## src/rtl/cfm_pkg.sv

```systemverilog
// Operation
// each monitor limit code picks 0.25, 0.75, 1.5 or 2.5 V
// both monitor limits reset to the lowest setting, 250 mV
// overcurrent flag is high while either monitor exceeds its own limit
// a configuration bit selects suspend-until-restart or flag-only on a trip
// over-voltage fault needs feedback above 120% for over one switching cycle
// during over-voltage the buck side is parked and boost side discharges
// during over-voltage the converter switches at 50 kHz
// over-voltage detection is suppressed while the output is slewing
// over-voltage detection re-arms 1 ms after soft start completes
// host avoids targets below 100 mV and disables instead of zero
// over-voltage mask set hides both the action and the indication
// power good rises only after 3.3 ms inside the 5% window
// power good clears after over one cycle outside the 7.5% window
// interrupt pin can show power-good state, active until good at startup
// power-good mask set hides both the action and the indication; the code masks only the interrupt term, power_good_state is unaffected
// over-temperature turns all four switches off until it clears
// thermal fault is recorded and raises interrupt unless masked
// when over-temperature clears the output is discharged to zero volts
// one control bit engages the bulk capacitor gate, reset disengaged
// one control bit turns on the auxiliary open-drain pulldown, reset off
// converter digitises feedback, input rail or either monitor to 7 bits
// each converter code step is 20 mV at the multiplexer
// host sets trigger mode before enabling, writing zero before a change
// source code 00 feedback, 01 input rail, 10 monitor two, 11 monitor one
// trigger code 00 sample on fault, 01 sample once, 10 continuous
// masked sources never assert the interrupt pin, unmasked ones do
// millisecond timers run from a fixed timebase and restart when lost
// window qualifications need two consecutive out-of-window period samples
package cfm_pkg;
  // ----------------------------------------
  // register map
  // ----------------------------------------
  localparam int CFM_ADDR_W = 8;
  localparam int CFM_DATA_W = 32;
  localparam logic [7:0] CFM_CTRL_ADDR = 8'h00;
  localparam logic [7:0] CFM_ADC_CTRL_ADDR = 8'h04;
  localparam logic [7:0] CFM_STATUS_ADDR = 8'h08;
  localparam logic [7:0] CFM_ADC_DATA_ADDR = 8'h0C;
  // status bit positions
  localparam int CFM_ST_OV = 0;
  localparam int CFM_ST_PG = 1;
  localparam int CFM_ST_TEMP = 2;
  localparam int CFM_ST_OCP = 3;
  localparam int CFM_ST_SUSP = 4;
  localparam int CFM_ST_ARMED = 5;
  localparam int CFM_ST_BUSY = 6;
  localparam int CFM_ST_HOT = 7;
  // converter data fields
  localparam int CFM_AD_VALID = 7;
  localparam int CFM_AD_MV_LSB = 16;
  // ----------------------------------------
  // timing
  // ----------------------------------------
  localparam int CFM_CLK_HZ = 40_000_000;
  localparam int CFM_US_CYC = CFM_CLK_HZ / 1_000_000;
  localparam int CFM_OV_REARM_US = 1000;
  localparam int CFM_PG_DELAY_US = 3300;
  localparam int CFM_QUAL_SAMPLES = 2;
  // ----------------------------------------
  // analog scaling
  // ----------------------------------------
  localparam int CFM_MON_W = 12;
  localparam int CFM_ADC_W = 7;
  localparam int CFM_MV_W = 12;
  localparam logic [11:0] CFM_ADC_STEP_MV = 12'h014;
  localparam logic [11:0] CFM_LIM_250_MV = 12'h0FA;
  localparam logic [11:0] CFM_LIM_750_MV = 12'h2EE;
  localparam logic [11:0] CFM_LIM_1500_MV = 12'h5DC;
  localparam logic [11:0] CFM_LIM_2500_MV = 12'h9C4;
  // ----------------------------------------
  // types
  // ----------------------------------------
  typedef enum logic [1:0] {CFM_LIM_250, CFM_LIM_750, CFM_LIM_1500, CFM_LIM_2500} cfm_lim_e;
  typedef enum logic [1:0] {CFM_SRC_FB, CFM_SRC_RAIL, CFM_SRC_MON_TWO, CFM_SRC_MON_ONE} cfm_adc_src_e;
  typedef enum logic [1:0] {CFM_TRIG_FAULT, CFM_TRIG_ONCE, CFM_TRIG_CONT} cfm_trig_e;
  typedef struct packed {
    logic aux_switch_drive;
    logic bulk_cap_gate_ctrl;
    logic int_shows_pg;
    logic temp_mask;
    logic power_good_mask;
    logic overvoltage_mask;
    logic ocp_latch;
    cfm_lim_e lim_two;
    cfm_lim_e lim_one;
  } cfm_ctrl_s;
  typedef struct packed {
    cfm_trig_e trig;
    cfm_adc_src_e src;
  } cfm_adc_ctrl_s;
  typedef struct packed {
    logic suspend;
    logic safe_discharge;
    logic freq_50k;
    logic ov_discharge;
    logic all_off;
  } cfm_drive_s;
  localparam int CFM_CTRL_W = $bits(cfm_ctrl_s);
  localparam int CFM_ADC_CTRL_W = $bits(cfm_adc_ctrl_s);
  // lowest limits, everything off
  localparam cfm_ctrl_s CFM_CTRL_RST = '0;
  localparam cfm_adc_ctrl_s CFM_ADC_CTRL_RST = '0;

  function automatic logic [11:0] cfm_limit_mv(input cfm_lim_e sel);
    logic [11:0] mv;
    unique case (sel)
      CFM_LIM_250: mv = CFM_LIM_250_MV;
      CFM_LIM_750: mv = CFM_LIM_750_MV;
      CFM_LIM_1500: mv = CFM_LIM_1500_MV;
      CFM_LIM_2500: mv = CFM_LIM_2500_MV;
    endcase
    return mv;
  endfunction : cfm_limit_mv
endpackage : cfm_pkg

```

## src/rtl/cfm_fault_monitor.sv

```systemverilog
`timescale 1ns/1ps
module cfm_fault_monitor #(
  parameter int TICK_DIV = cfm_pkg::CFM_US_CYC,
  parameter int OV_REARM_US = cfm_pkg::CFM_OV_REARM_US,
  parameter int PG_DELAY_US = cfm_pkg::CFM_PG_DELAY_US,
  parameter int QUAL_SAMPLES = cfm_pkg::CFM_QUAL_SAMPLES
) (
  // clock and reset
  input wire logic pclk,
  input wire logic presetn,
  // apb slave
  input wire logic [cfm_pkg::CFM_ADDR_W-1:0] paddr,
  input wire logic psel,
  input wire logic penable,
  input wire logic pwrite,
  input wire logic [cfm_pkg::CFM_DATA_W-1:0] pwdata,
  output logic pready,
  output logic [cfm_pkg::CFM_DATA_W-1:0] prdata,
  output logic pslverr,
  // current monitors, millivolts
  input wire logic [cfm_pkg::CFM_MON_W-1:0] current_monitor_one,
  input wire logic [cfm_pkg::CFM_MON_W-1:0] current_monitor_two,
  // feedback comparators and converter state
  input wire logic fb_over_ov,
  input wire logic fb_in_pg_window,
  input wire logic fb_in_hold_window,
  input wire logic switch_tick,
  input wire logic slewing,
  input wire logic soft_start_done,
  input wire logic conv_enable,
  input wire logic over_temp,
  // monitoring converter
  input wire logic adc_done,
  input wire logic [cfm_pkg::CFM_ADC_W-1:0] adc_code,
  output logic adc_start,
  output cfm_pkg::cfm_adc_src_e adc_select,
  // power stage commands
  output cfm_pkg::cfm_drive_s drive,
  // pins
  output logic overcurrent_flag_out,
  output logic power_good_state,
  output logic bulk_cap_gate,
  output logic aux_switch_drive_out,
  output logic aux_switch_drive_oe_n,
  output logic int_out,
  output logic int_oe_n
);
  import cfm_pkg::*;

  typedef enum logic [1:0] {CFM_ADC_IDLE, CFM_ADC_START, CFM_ADC_WAIT} cfm_adc_state_e;
  localparam int TB_W = $clog2(TICK_DIV);

  // ----------------------------------------
  // microsecond timebase
  // ----------------------------------------
  logic [TB_W-1:0] tb_cnt;
  logic [TB_W-1:0] next_tb_cnt;
  logic us_tick;
  logic next_us_tick;

  always_comb begin
    next_us_tick = (tb_cnt == TB_W'(TICK_DIV - 1));
    next_tb_cnt = next_us_tick ? '0 : tb_cnt + TB_W'(1);
  end

  always_ff @(posedge pclk or negedge presetn) begin
    if (!presetn) begin
      tb_cnt <= '0;
      us_tick <= 1'b0;
    end else begin
      tb_cnt <= next_tb_cnt;
      us_tick <= next_us_tick;
    end
  end

  // ----------------------------------------
  // apb registers
  // ----------------------------------------
  cfm_ctrl_s ctrl;
  cfm_ctrl_s next_ctrl;
  cfm_adc_ctrl_s adc_ctrl;
  cfm_adc_ctrl_s next_adc_ctrl;
  logic next_pready;
  logic next_pslverr;
  logic [CFM_DATA_W-1:0] next_prdata;
  logic [CFM_DATA_W-1:0] status_word;
  logic [CFM_DATA_W-1:0] adc_word;
  logic apb_done;
  logic wr_ctrl;
  logic wr_adc;
  logic wr_status;
  // fault and converter state read back through the bus
  logic ov_fault;
  logic temp_rec;
  logic ocp_rec;
  logic hot;
  logic rearm_done;
  logic [CFM_ADC_W-1:0] adc_data;
  logic adc_valid;
  cfm_adc_state_e adc_state;

  assign apb_done = psel & penable & pready;
  assign wr_ctrl = apb_done & pwrite & (paddr == CFM_CTRL_ADDR);
  assign wr_adc = apb_done & pwrite & (paddr == CFM_ADC_CTRL_ADDR);
  assign wr_status = apb_done & pwrite & (paddr == CFM_STATUS_ADDR);

  always_comb begin
    status_word = '0;
    status_word[CFM_ST_OV] = ov_fault;
    status_word[CFM_ST_PG] = power_good_state;
    status_word[CFM_ST_TEMP] = temp_rec;
    status_word[CFM_ST_OCP] = ocp_rec;
    status_word[CFM_ST_SUSP] = drive.suspend;
    status_word[CFM_ST_ARMED] = rearm_done;
    status_word[CFM_ST_BUSY] = (adc_state != CFM_ADC_IDLE);
    status_word[CFM_ST_HOT] = hot;
    adc_word = '0;
    adc_word[CFM_ADC_W-1:0] = adc_data;
    adc_word[CFM_AD_VALID] = adc_valid;
    // code scaled to millivolts at the multiplexer
    adc_word[CFM_AD_MV_LSB +: CFM_MV_W] = CFM_MV_W'(adc_data * CFM_ADC_STEP_MV);
  end

  // one wait state: pready rises in the second access cycle
  always_comb begin
    next_pready = psel & penable & ~pready;
    next_prdata = prdata;
    next_pslverr = 1'b0;
    if (psel & penable & ~pready) begin
      next_prdata = '0;
      unique case (paddr)
        CFM_CTRL_ADDR: next_prdata = CFM_DATA_W'(ctrl);
        CFM_ADC_CTRL_ADDR: next_prdata = CFM_DATA_W'(adc_ctrl);
        CFM_STATUS_ADDR: next_prdata = status_word;
        CFM_ADC_DATA_ADDR: next_prdata = adc_word;
        default: next_pslverr = 1'b1;
      endcase
    end
  end

  always_comb begin
    next_ctrl = ctrl;
    next_adc_ctrl = adc_ctrl;
    if (wr_ctrl) begin
      next_ctrl = cfm_ctrl_s'(pwdata[CFM_CTRL_W-1:0]);
    end
    if (wr_adc) begin
      next_adc_ctrl = cfm_adc_ctrl_s'(pwdata[CFM_ADC_CTRL_W-1:0]);
    end
  end

  always_ff @(posedge pclk or negedge presetn) begin
    if (!presetn) begin
      ctrl <= CFM_CTRL_RST;
      adc_ctrl <= CFM_ADC_CTRL_RST;
      pready <= 1'b0;
      prdata <= '0;
      pslverr <= 1'b0;
    end else begin
      ctrl <= next_ctrl;
      adc_ctrl <= next_adc_ctrl;
      pready <= next_pready;
      prdata <= next_prdata;
      pslverr <= next_pslverr;
    end
  end

  // ----------------------------------------
  // qualifiers and timers
  // ----------------------------------------
  logic ov_tripped;
  logic pg_lost;
  logic pg_done;

  cfm_window_qual #(.SAMPLES(QUAL_SAMPLES)) u_ov_qual (
    .pclk(pclk),
    .presetn(presetn),
    .sample_tick(switch_tick),
    .outside(fb_over_ov),
    .tripped(ov_tripped)
  );

  cfm_window_qual #(.SAMPLES(QUAL_SAMPLES)) u_pg_qual (
    .pclk(pclk),
    .presetn(presetn),
    .sample_tick(switch_tick),
    .outside(~fb_in_hold_window),
    .tripped(pg_lost)
  );

  // a slew or an unfinished soft start resets the re-arm delay
  cfm_qual_timer #(.LEN(OV_REARM_US)) u_ov_rearm (
    .pclk(pclk),
    .presetn(presetn),
    .tick(us_tick),
    .run(conv_enable & soft_start_done & ~slewing),
    .done(rearm_done)
  );

  cfm_qual_timer #(.LEN(PG_DELAY_US)) u_pg_timer (
    .pclk(pclk),
    .presetn(presetn),
    .tick(us_tick),
    .run(conv_enable & fb_in_pg_window),
    .done(pg_done)
  );

  // ----------------------------------------
  // fault handling
  // ----------------------------------------
  logic oc_trip;
  logic next_oc_flag;
  logic next_ov_fault;
  logic next_temp_rec;
  logic next_ocp_rec;
  logic next_hot;
  logic next_pg;
  logic next_int_act;
  cfm_drive_s next_drive;

  always_comb begin
    oc_trip = (current_monitor_one > cfm_limit_mv(ctrl.lim_one))
      | (current_monitor_two > cfm_limit_mv(ctrl.lim_two));
    next_oc_flag = oc_trip;
    next_hot = over_temp;
    // sticky records: a new event wins over a write-one clear
    next_ocp_rec = (ocp_rec & ~(wr_status & pwdata[CFM_ST_OCP])) | oc_trip;
    next_temp_rec = (temp_rec & ~(wr_status & pwdata[CFM_ST_TEMP])) | over_temp;
    next_ov_fault = rearm_done & ov_tripped & ~ctrl.overvoltage_mask;
    next_pg = power_good_state;
    if (!conv_enable || pg_lost) begin
      next_pg = 1'b0;
    end else if (pg_done) begin
      next_pg = 1'b1;
    end
    next_drive.all_off = over_temp;
    next_drive.ov_discharge = next_ov_fault & ~over_temp;
    next_drive.freq_50k = next_ov_fault;
    // cooling down leads to a discharge, not back to regulation
    next_drive.safe_discharge = conv_enable & ~over_temp
      & (drive.safe_discharge | hot);
    next_drive.suspend = conv_enable & (drive.suspend | (oc_trip & ctrl.ocp_latch));
    next_int_act = (ov_fault & ~ctrl.overvoltage_mask)
      | (temp_rec & ~ctrl.temp_mask)
      | (ctrl.int_shows_pg & ~ctrl.power_good_mask & ~power_good_state);
  end

  always_ff @(posedge pclk or negedge presetn) begin
    if (!presetn) begin
      overcurrent_flag_out <= 1'b0;
      ov_fault <= 1'b0;
      temp_rec <= 1'b0;
      ocp_rec <= 1'b0;
      hot <= 1'b0;
      power_good_state <= 1'b0;
      drive <= '0;
      int_oe_n <= 1'b1;
      int_out <= 1'b0;
      bulk_cap_gate <= 1'b0;
      aux_switch_drive_oe_n <= 1'b1;
      aux_switch_drive_out <= 1'b0;
    end else begin
      overcurrent_flag_out <= next_oc_flag;
      ov_fault <= next_ov_fault;
      temp_rec <= next_temp_rec;
      ocp_rec <= next_ocp_rec;
      hot <= next_hot;
      power_good_state <= next_pg;
      drive <= next_drive;
      int_oe_n <= ~next_int_act;
      int_out <= 1'b0;
      bulk_cap_gate <= ctrl.bulk_cap_gate_ctrl;
      aux_switch_drive_oe_n <= ~ctrl.aux_switch_drive;
      aux_switch_drive_out <= 1'b0;
    end
  end

  // ----------------------------------------
  // monitoring converter sequencing
  // ----------------------------------------
  cfm_adc_state_e next_adc_state;
  logic req_pend;
  logic next_req_pend;
  logic fault_prev;
  logic fault_rise;
  logic start_now;
  logic next_adc_start;
  cfm_adc_src_e next_adc_select;
  logic [CFM_ADC_W-1:0] next_adc_data;
  logic next_adc_valid;

  // a fault seen while converting is queued, not dropped
  always_comb begin
    fault_rise = (ov_fault | hot | overcurrent_flag_out) & ~fault_prev;
    start_now = 1'b0;
    next_adc_state = adc_state;
    next_adc_start = 1'b0;
    next_adc_select = adc_select;
    next_adc_data = adc_data;
    next_adc_valid = adc_valid;
    unique case (adc_state)
      CFM_ADC_IDLE: begin
        if (req_pend || adc_ctrl.trig == CFM_TRIG_CONT) begin
          start_now = 1'b1;
          next_adc_state = CFM_ADC_START;
          next_adc_start = 1'b1;
          next_adc_select = adc_ctrl.src;
        end
      end
      CFM_ADC_START: next_adc_state = CFM_ADC_WAIT;
      CFM_ADC_WAIT: begin
        if (adc_done) begin
          next_adc_data = adc_code;
          next_adc_valid = 1'b1;
          next_adc_state = CFM_ADC_IDLE;
        end
      end
    endcase
    next_req_pend = req_pend & ~start_now;
    unique case (adc_ctrl.trig)
      CFM_TRIG_FAULT: next_req_pend = next_req_pend | fault_rise;
      CFM_TRIG_ONCE: next_req_pend = next_req_pend | (wr_adc & ~start_now);
      CFM_TRIG_CONT: next_req_pend = 1'b0;
      default: next_req_pend = 1'b0;
    endcase
    // a write that selects a single sample arms exactly one
    if (wr_adc && pwdata[CFM_ADC_CTRL_W-1 -: 2] == CFM_TRIG_ONCE) begin
      next_req_pend = 1'b1;
    end
  end

  always_ff @(posedge pclk or negedge presetn) begin
    if (!presetn) begin
      adc_state <= CFM_ADC_IDLE;
      req_pend <= 1'b0;
      fault_prev <= 1'b0;
      adc_start <= 1'b0;
      adc_select <= CFM_SRC_FB;
      adc_data <= '0;
      adc_valid <= 1'b0;
    end else begin
      adc_state <= next_adc_state;
      req_pend <= next_req_pend;
      fault_prev <= ov_fault | hot | overcurrent_flag_out;
      adc_start <= next_adc_start;
      adc_select <= next_adc_select;
      adc_data <= next_adc_data;
      adc_valid <= next_adc_valid;
    end
  end
endmodule : cfm_fault_monitor

```

## src/rtl/cfm_window_qual.sv

```systemverilog
`timescale 1ns/1ps
module cfm_window_qual #(
  parameter int SAMPLES = 2
) (
  // clock and reset
  input wire logic pclk,
  input wire logic presetn,
  // sampling
  input wire logic sample_tick,
  input wire logic outside,
  // result
  output logic tripped
);
  import cfm_pkg::*;
  localparam int CW = $clog2(SAMPLES + 1);
  logic [CW-1:0] run_cnt;
  logic [CW-1:0] next_run_cnt;
  logic next_tripped;

  // one sample per switching period, so a single glitchy period never trips
  always_comb begin
    next_run_cnt = run_cnt;
    next_tripped = tripped;
    if (sample_tick) begin
      if (!outside) begin
        next_run_cnt = '0;
        next_tripped = 1'b0;
      end else if (!tripped) begin
        next_run_cnt = run_cnt + CW'(1);
        next_tripped = (run_cnt == CW'(SAMPLES - 1));
      end
    end
  end

  always_ff @(posedge pclk or negedge presetn) begin
    if (!presetn) begin
      run_cnt <= '0;
      tripped <= 1'b0;
    end else begin
      run_cnt <= next_run_cnt;
      tripped <= next_tripped;
    end
  end
endmodule : cfm_window_qual

```

## src/rtl/cfm_qual_timer.sv

```systemverilog
`timescale 1ns/1ps
module cfm_qual_timer #(
  parameter int LEN = 1000
) (
  // clock and reset
  input wire logic pclk,
  input wire logic presetn,
  // timebase and condition
  input wire logic tick,
  input wire logic run,
  // result
  output logic done
);
  import cfm_pkg::*;
  localparam int CW = $clog2(LEN + 1);
  logic [CW-1:0] cnt;
  logic [CW-1:0] next_cnt;
  logic next_done;

  always_comb begin
    next_cnt = cnt;
    next_done = done;
    if (!run) begin
      next_cnt = '0;
      next_done = 1'b0;
    end else if (tick && !done) begin
      next_cnt = cnt + CW'(1);
      next_done = (cnt == CW'(LEN - 1));
    end
  end

  always_ff @(posedge pclk or negedge presetn) begin
    if (!presetn) begin
      cnt <= '0;
      done <= 1'b0;
    end else begin
      cnt <= next_cnt;
      done <= next_done;
    end
  end
endmodule : cfm_qual_timer

```

## config.mk

```make
export PLATFORM = sky130hd
export DESIGN_NAME = cfm_fault_monitor
export DESIGN_NICKNAME = d
export VERILOG_FILES = /design/src/rtl/cfm_pkg.sv /design/src/rtl/cfm_fault_monitor.sv /design/src/rtl/cfm_window_qual.sv /design/src/rtl/cfm_qual_timer.sv
export SDC_FILE = /design/constraint.sdc
export NUM_CORES = 1
export LEC_CHECK = 0
export BUFFER_PORTS_ARGS = -buffer_cell sky130_fd_sc_hd__buf_2
export CORE_MARGIN = 8
export CORE_UTILIZATION = 30
export CTS_CLUSTER_SIZE = 40
export DETAILED_ROUTE_END_ITERATION = 7
export PLACE_DENSITY_LB_ADDON = 0.1
export SYNTH_ARGS = -nofsm -noshare
export SYNTH_HDL_FRONTEND = slang
export SYNTH_SLANG_ARGS = --single-unit
```

## constraint.sdc

```tcl
create_clock -name pclk -period 3.13 [get_ports pclk]
set_clock_uncertainty 0.1 [all_clocks]
set_input_delay 0.7825 -clock pclk [delete_from_list [all_inputs] [get_ports pclk]]
set_output_delay 0.7825 -clock pclk [all_outputs]
set_load 0.01 [all_outputs]
```

=== Word-level counts from Yosys, hierarchy flattened ===
Index checks and enable logic that the tools add are counted.

* Bits of input ports: 85
* Bits in writable memories: 0
* Memory bits (read-only): 0
* Output and inout port bits: 49
* Register bits: 113
* Latch bits: 0
* Memories: 0

* Equal/unequal tests: 25
* Multiply operators: 1
* Multiplexer cells: 31
* Div/mod/pow operators: 0
* Shift operators: 0
* Add/sub/neg operators: 5
* Order comparisons: 2
* Bitwise operators: 52
* Reductions and logical operators: 21

{| class="wikitable"
|+ Operator list
! cell !! number
|-
| $pmux W28 S4 || 1
|-
| $pmux W12 S4 || 2
|-
| $and A1 B1 Y1 || 28
|-
| $gt A12 B12 Y1 || 2
|-
| $mux W12 || 2
|-
| $mux W10 || 2
|-
| $eq A8 B4 Y1 const B || 2
|-
| $mux W1 || 15
|-
| $eq A2 B1 Y1 const B || 7
|-
| $not A1 Y1 || 13
|-
| $add A12 B1 Y12 const B || 1
|-
| $eq A12 B12 Y1 const B || 1
|-
| $eq A2 B2 Y1 const B || 6
|-
| $mux W2 || 6
|-
| $ne A2 B2 Y1 const B || 6
|-
| $or A1 B1 Y1 || 11
|-
| $add A10 B1 Y10 const B || 1
|-
| $eq A10 B10 Y1 const B || 1
|-
| $mul A7 B3 Y10 const B || 1
|-
| $reduce_and A2 Y1 || 5
|-
| $eq A8 B3 Y1 const B || 1
|-
| $logic_not A2 Y1 || 4
|-
| $logic_not A8 Y1 || 1
|-
| $add A6 B1 Y6 const B || 1
|-
| 10 further kinds || 17
|}

=== Logic depth before layout (Yosys ltp) ===
Gate-level depths: netlist of run 1.

* Word-level depth: 9
* Gate-level depth with buffers: 8
* Mapped depth without buffers: 8

=== By module ===
From an unflattened synthesis of run 1, not the netlist that was laid out.

* Cells, all modules: 522
* Area total of the unflattened synthesis: 5,435.2 µm²

{| class="wikitable"
|+ Modules (own cells, without submodules)
! module !! sequential area each (µm²) !! area each (µm²) !! cells each !! instances
|-
| cfm_fault_monitor || 1,804.2 || 3,891.2 || 371 || 1
|-
| cfm_qual_timer at u_pg_timer || 325.3 || 683.2 || 68 || 1
|-
| cfm_qual_timer at u_ov_rearm || 275.3 || 553.0 || 53 || 1
|-
| cfm_window_qual || 75.1 || 153.9 || 15 || 2
|}

=== Least setup slack after synthesis of run 1 ===
OpenSTA, ideal clock, no wires.

* Path kind: input to register
* From: input port paddr[5] (netlist bit)
* To: register ctrl[0] (netlist bit)
* Cell stages on the path: 6
* Data required time: 2,905 ps
* Arrival: 2,284 ps
* Buffers on the path: 1
* Setup time: 125 ps
* Setup slack: 621 ps
* Path through: or4_4 -> nor3_4 -> and2_4 -> nand2_4 -> buf_6 -> mux2_4

* Word-level cells in the longest chain between the ends: 2

{| class="wikitable"
|+ RTL lines
! item !! RTL line !! RTL
|-
| start, declared || cfm_fault_monitor.sv:12 || <nowiki>input wire logic [cfm_pkg::CFM_ADDR_W-1:0] paddr,</nowiki>
|-
| $logic_not A8 Y1 || cfm_fault_monitor.sv:103 || <nowiki>assign wr_ctrl = apb_done & pwrite & (paddr == CFM_CTRL_ADDR);</nowiki>
|-
| $and A1 B1 Y1 || cfm_fault_monitor.sv:103 ||
|-
| end signal, assigned || cfm_fault_monitor.sv:160 || <nowiki>ctrl <= next_ctrl;</nowiki>
|-
| end, declared || cfm_fault_monitor.sv:79 || <nowiki>cfm_ctrl_s ctrl;</nowiki>
|}

Every way passes these cells.
A chain may end at the register's enable or synchronous reset.

=== Worst setup path in the final report of run 1 ===
* From: input port paddr[5] (netlist bit)
* To: register ctrl[2] (netlist bit)

The elaborated chain is that of the path after synthesis.

==> impl_metrics.ini, run 1 <==
[timing]
setup_viol = 0
slew_headroom = 0.592
timing.fmax_ghz = 0.417
final-hold-violation-count = 0
rsz0062_at_grt = false
whs_ns = 0.332
final.setup.tns_ns = 0
finalCritPeriodShare = 0.765
worst_slew_pin_slew_ns = 0.611
slew_violations = 0
post-route-min-period_ns = 2.40

[worst_setup_path]
reg2reg_setup_slack_ns = 0.77
critPathCaptureType = flop
max_stage_delay_ns = 0.54
start_kind = input pin
critPathCapture = ctrl[2]$_DFFE_PN0P_
crit_fanout = 11
startpoint = paddr[5]
cp.arrival_ns = 2.53
reg2reg_depth = 8
crit_buf_inv = 1
cp_cell_sequence = buf_2 -> or4_4 -> nor3_4 -> and2_4 -> nand2_4 -> mux2_4
r2r-end = prdata[27]$_DFFE_PN0P_
critical-path-top-delay-family = simple AND/OR/NAND/NOR gates
r2r-start = adc_data[3]$_DFFE_PN0P_
cp_slowest_cell = or4_4
cp_num_cells = 6
worstSetupPathType = input pin to flop
crit_required_ns = 3.26

[placed_design]
post_dp_cell_area_um2 = 5960
portBuffers = 99
finalWeightedCongestion = 0.799
hpwl_mm = 10.2

[detailed_routing]
ant_nets = 0
routed_wl_mm = 13.2
wl_per_cell_um = 15.9
drt_pass1_iterations = 4
drc = 0
vias = 3871
routed_via_density = 4.68
first_iter_violations = 157

[status]
status = finished, final reports clean

[global_route]
overflow = 0
grt_usage = 0.123
grt_pass1_wl_mm = 21.5
grt_pass1_vias = 4172
grt_max_degree = 45
antenna_found_initial = 0

[hold_path]
hold_class = input pin to async pin

[synthesis]
synthMuxAreaShare = 0.0809
synth_edf_count = 0
synth_compound_area_frac = 0.0944
synthSimpleGateAreaFrac = 0.157
synth-main-ff-cell = dfrtp_1
netlist-cell-type-count = 59
synth_top_family_by_area = simple AND/OR/NAND/NOR gates
synth_common_cells = dfrtp_1 (100), nand2_1 (56), nor2_1 (44), ha_1 (36)
synth-seq-cells = 102
synth_most_common_cell = dfrtp_1
synth-async-reset-ratio = 1.00
seq_area_frac_synth = 0.484
synth_area_um2 = 5280
synth_top_area_share = 0.474
yosys_warnings = 0
synth_fa_ha_area_frac = 0.0892
synth_top_area_cell = dfrtp_1
ys_top_cells_by_area = dfrtp_1 (47%), ha_1 (8.5%), nand2_1 (4.0%)
syn_area_per_cell_um2 = 10.6
synth-xor-area-share = 0.0432
syn_inst = 499

[cts]
cts_root_buffer = clkbuf_16
cts-buffers-inserted = 9
cts_tree = yes
cts-resized-gates = 0
cts_sinks = 102
post_cts_buffers = 0
clkTransAtPathRegs_ns = 0.06
htree_levels = 3
cts_hold_buf = 0
cts.path.max_buffers = 2
clkLatencyLatePin_ns = 0.35

[cells_and_area]
fillCellCount = 1768
area_growth_pct = 18.8
layout-drive-gt1-share = 0.261
fin_util = 0.363
antenna_cells = 0
finalInstanceArea_um2 = 6260
fin_nets = 719

[floorplan]
chipHeight_um = 149
ios = 134
die_x_um = 149
rows = 48
dieArea_um2 = 22100
start_util = 0.306
core_region_area_um2 = 17200

[power_and_ir_drop]
p_sw_uw = 1040
p_per_area_nw_per_um2 = 558
pwr-share-seq = 0.440
ir_drop_uv = 275
p_int_uw = 2460
switching_share = 0.297
p_comb_frac = 0.236
p_leak_uw = 0.00317
power_uw = 3490
power_frac_clock = 0.324

[job]
maxCapViolations = 0
state kept, by name, summed over array words and instances, names as in the netlist, 2 cells and up:
register	flops
u_pg_timer.cnt	12
u_ov_rearm.cnt	10
u_ov_qual.run_cnt	2
adc_state	2
adc_data	7
adc_ctrl	4
tb_cnt	6
u_pg_qual.run_cnt	2
prdata	21
drive	3
adc_select	2
ctrl	11
metrics by stage:
| step | setup slack, ns | std cells |
|---|---|---|
| 2_1_floorplan | 0.621 | 511 |
| 3_3_place_gp | 0.348 | 811 |
| 3_5_place_dp | 0.362 | 811 |
| 4_1_cts | 0.743 | 827 |
| 5_1_grt | 0.605 | 827 |
| 6_report | 0.735 | 827 |
worst min path at each step:
stage,start,endpoint,slack [ns],depth (start not counted)
floorplan,ctrl[9]$_DFFE_PN0P_,bulk_cap_gate$_DFF_PN0_,0.27,0
global placement,ctrl[9]$_DFFE_PN0P_,bulk_cap_gate$_DFF_PN0_,0.31,0
detailed placement,ctrl[9]$_DFFE_PN0P_,bulk_cap_gate$_DFF_PN0_,0.32,0
CTS,ctrl[9]$_DFFE_PN0P_,bulk_cap_gate$_DFF_PN0_,0.33,0
global route,ctrl[10]$_DFFE_PN0P_,aux_switch_drive_oe_n$_DFF_PN1_,0.35,1
finish,presetn,prdata[3]$_DFFE_PN0P_,0.33,1
per-layer routing:
layer  vias up  share of wire  global-route usage
met5         -              0                   0
met4         0         0.0079              0.0321
met3         9          0.048              0.0349
met2        74           0.49               0.206
met1      1871           0.45               0.151
li1       1917              -                   -
final cells by class:
cell class / count / area (µm²) / area share
Clock buffer: 11 / 243 / 0.0387
Multi-Input combinational cell: 356 / 2500 / 0.399
Tap cell: 225 / 282 / 0.0449
Timing Repair Buffer: 104 / 536 / 0.0855
Clock inverter: 5 / 57.6 / 0.00919
Inverter: 24 / 90.1 / 0.0144
Sequential cell: 102 / 2550 / 0.408
kinds of logic after synthesis:
family / Yosys count
DFF: 102
other: 1
buffers and inverters: 53
xor gates and xnor gates: 26
AOI/OAI and AO/OA: 80
adders and majority gates: 37
and+or+nand+nor: 167
muxes: 33
power by group through the flow:
| stage | combinational [µW] | clock, µW | sequential [µW] |
|---|---|---|---|
| detailed placement | 836 | 0 | 1570 |
| global placement | 821 | 0 | 1560 |
| finish | 823 | 1130 | 1540 |
| floorplan | 618 | 0 | 1530 |
| global route | 953 | 1240 | 1560 |
| CTS | 845 | 1180 | 1540 |
worst register-to-register path: cells and delay by family, from the launching register on:
family                     cells  cell delay (ns)
adders and majority gates      3             0.97
and+or+nand+nor                2             0.14
AOI/OAI and AO/OA              3             0.59
DFF                            1             0.45
placed cells by master, fill, tap and decap left out, types with 9 or more instances in the layout:
cell,instances
a21oi_1,24
buf_2,98
clkbuf_16,9
conb_1,13
dfrtp_1,100
ha_1,36
inv_1,24
mux2_2,17
mux2_4,10
nand2_1,56
nand3_1,12
nand4_1,10
nor2_1,44
o21ai_0,21
xor2_1,19
(Power assumes the default switching activity.)
==> inputs of run 2 (changes only) <==
ABC_AREA = 1   (was not set)
clock period = 2.4 ns   (was 3.13 ns; I/O delays follow)
==> impl_metrics.ini, run 2 <==
[cts]
cts_tree = yes
cts_hold_buf = 0
cts-resized-gates = 0
clkLatencyLatePin_ns = 0.35
post_cts_buffers = 0
cts.path.max_buffers = 2
htree_levels = 3
cts_root_buffer = clkbuf_16
cts-buffers-inserted = 9
clkTransAtPathRegs_ns = 0.07
cts_sinks = 102

[cells_and_area]
final_common_cell = nand2_1
largest_register_ffs = 21
area_growth_pct = 20.3
final_cell_mix = nand2_1 (165), dfrtp_1 (100), buf_2 (98)
layout-drive-gt1-share = 0.207
reg_top3 = prdata x21, u_pg_timer.cnt x12, ctrl x11
fillCellCount = 1903
top_register = prdata
finalNonFillerCells = 973
fin_nets = 861
antenna_cells = 0

[synthesis]
synth_top_area_cell = dfrtp_1
synth-async-reset-ratio = 1.00
syn_area_per_cell_um2 = 8.50
synth_edf_count = 0
seq_area_frac_synth = 0.475
yosys_warnings = 0
synth_area_um2 = 5380
netlist-cell-type-count = 43
synth_top_area_share = 0.465
ys_top_cells_by_area = dfrtp_1 (47%), nand2_1 (12%), ha_1 (8.4%)
synth-main-ff-cell = dfrtp_1
synth-seq-cells = 102
syn_inst = 633
synth_most_common_cell = nand2_1
synth_common_cells = nand2_1 (165), dfrtp_1 (100), inv_1 (79), nor2_1 (47), o21ai_0 (41)

[floorplan]
chipHeight_um = 150
dieArea_um2 = 22500
die_x_um = 150
rows = 49
start_util = 0.302
ios = 134
core_region_area_um2 = 17800

[timing]
timing.fmax_ghz = 0.461
rsz0062_at_grt = false
worst_slew_pin_slew_ns = 0.562
setup_viol = 0
final-hold-violation-count = 0
finalCritPeriodShare = 0.904
slew_violations = 0
final.setup.tns_ns = 0
slew_headroom = 0.624
post-route-min-period_ns = 2.17

[worst_setup_path]
start_kind = flop
crit_fanout = 4
critPathCaptureType = flop
cp.arrival_ns = 2.30
reg2reg_depth = 9
reg2reg_setup_slack_ns = 0.23
r2r-start = adc_data[3]$_DFFE_PN0P_
startpoint = adc_data[3]$_DFFE_PN0P_
crit_required_ns = 2.53
worstSetupPathType = flop to flop
r2r-end = prdata[27]$_DFFE_PN0P_

[global_route]
use_met1 = 0.155
grt_max_degree = 41
grt_use_met2 = 0.219
grt_usage = 0.128
grt_pass1_wl_mm = 22.9
globalRouteMet3Util = 0.0336
grt_pass1_vias = 4604
overflow = 0
antenna_found_initial = 1
top_usage_layer = met2

[detailed_routing]
wl_per_cell_um = 14.1
vias = 4360
ant_nets = 0
drc = 0
routed_via_density = 4.48
routed_wl_mm = 13.7
first_iter_violations = 258
drt_pass1_iterations = 4

[placed_design]
placedCellCount = 957
portBuffers = 99
hpwl_mm = 10.7
finalWeightedCongestion = 0.777

[power_and_ir_drop]
p_leak_uw = 0.00342
power_uw = 4520
ir_drop_uv = 358
p_per_area_nw_per_um2 = 698

[job]
maxCapViolations = 0

[hold_path]
hold_class = input pin to async pin

[status]
status = finished, final reports clean
## run 2: cell types whose count changed in the layout (fill, tap and decap cells not counted), sizes merged, moves of 7 or more
cell | previous run | this run
o21ai | 21 | 41
nand3 | 12 | 29
nand2 | 57 | 168
nor2 | 44 | 52
xor2 | 19 | 3
inv | 25 | 82
nand2b | 7 | 0
mux2 | 27 | 13
and3 | 8 | 0
nor3 | 4 | 22
nor2b | 7 | 0
## run 2: logic make-up after synthesis
| logic type | Yosys count | share of synthesized area |
|---|---|---|
| xor gates and xnor gates | 5 | 0.00814 |
| AOI/OAI and AO/OA | 82 | 0.0826 |
| DFF | 102 | 0.475 |
| other | 1 | 0.000697 |
| adders and majority gates | 37 | 0.0875 |
| buffers and inverters | 106 | 0.0861 |
| and+or+nand+nor | 286 | 0.229 |
| muxes | 14 | 0.0305 |
## run 2: worst max-delay path: stages (launching register included)
cell,delay [ns]
dfrtp_1,0.43
ha_1,0.30
ha_1,0.23
fa_1,0.41
nand2_1,0.08
nand2_1,0.05
a21oi_1,0.16
nor2_1,0.07
o21ai_0,0.16
nand2_1,0.06
## run 2: report_power, final
group / leakage, µW / internal, µW / switching (µW) / total (µW)
clock: 0.000162 / 971 / 646 / 1620
sequential: 0.00132 / 1850 / 120 / 1970
combinational: 0.00194 / 405 / 526 / 931
total: 0.00342 / 3230 / 1290 / 4520
## run 2: stage by stage
step / hold WS, ns / utilization / cell area, µm² / worst slack (ns)
global placement: 0.287 / 0.345 / 6140 / 0.261
global route: 0.104 / 0.364 / 6470 / 0.0334
floorplan: 0.204 / - / 5420 / 0.424
finish: 0.0899 / 0.364 / 6470 / 0.231
detailed placement: 0.288 / 0.345 / 6140 / 0.235
CTS: 0.0924 / 0.364 / 6470 / 0.225
## run 2: how the worst max path moves through the flow
stage,end,cells past startpoint
after floorplan,prdata[27]$_DFFE_PN0P_,9
after global placement,prdata[27]$_DFFE_PN0P_,9
after detailed placement,drive[4]$_DFF_PN0_,13
after CTS,drive[4]$_DFF_PN0_,13
after global routing,drive[4]$_DFF_PN0_,13
final,prdata[27]$_DFFE_PN0P_,9
## run 2: area by class of cell
class / instances / area [µm²] / area share
multi-input cells: 437 / 2400 / 0.372
flip-flops and latches: 102 / 2550 / 0.395
repair buffers: 107 / 583 / 0.0901
clock buffers: 11 / 253 / 0.0391
well taps: 229 / 287 / 0.0443
clock inverters: 5 / 81.3 / 0.0126
inverters: 82 / 308 / 0.0476
## run 2: metal layers
metal  wire [µm]  up-vias
met4         125        2
met5          10        -
met2        6590       82
met1        6250     2020
met3         757       13
li1            -     2243
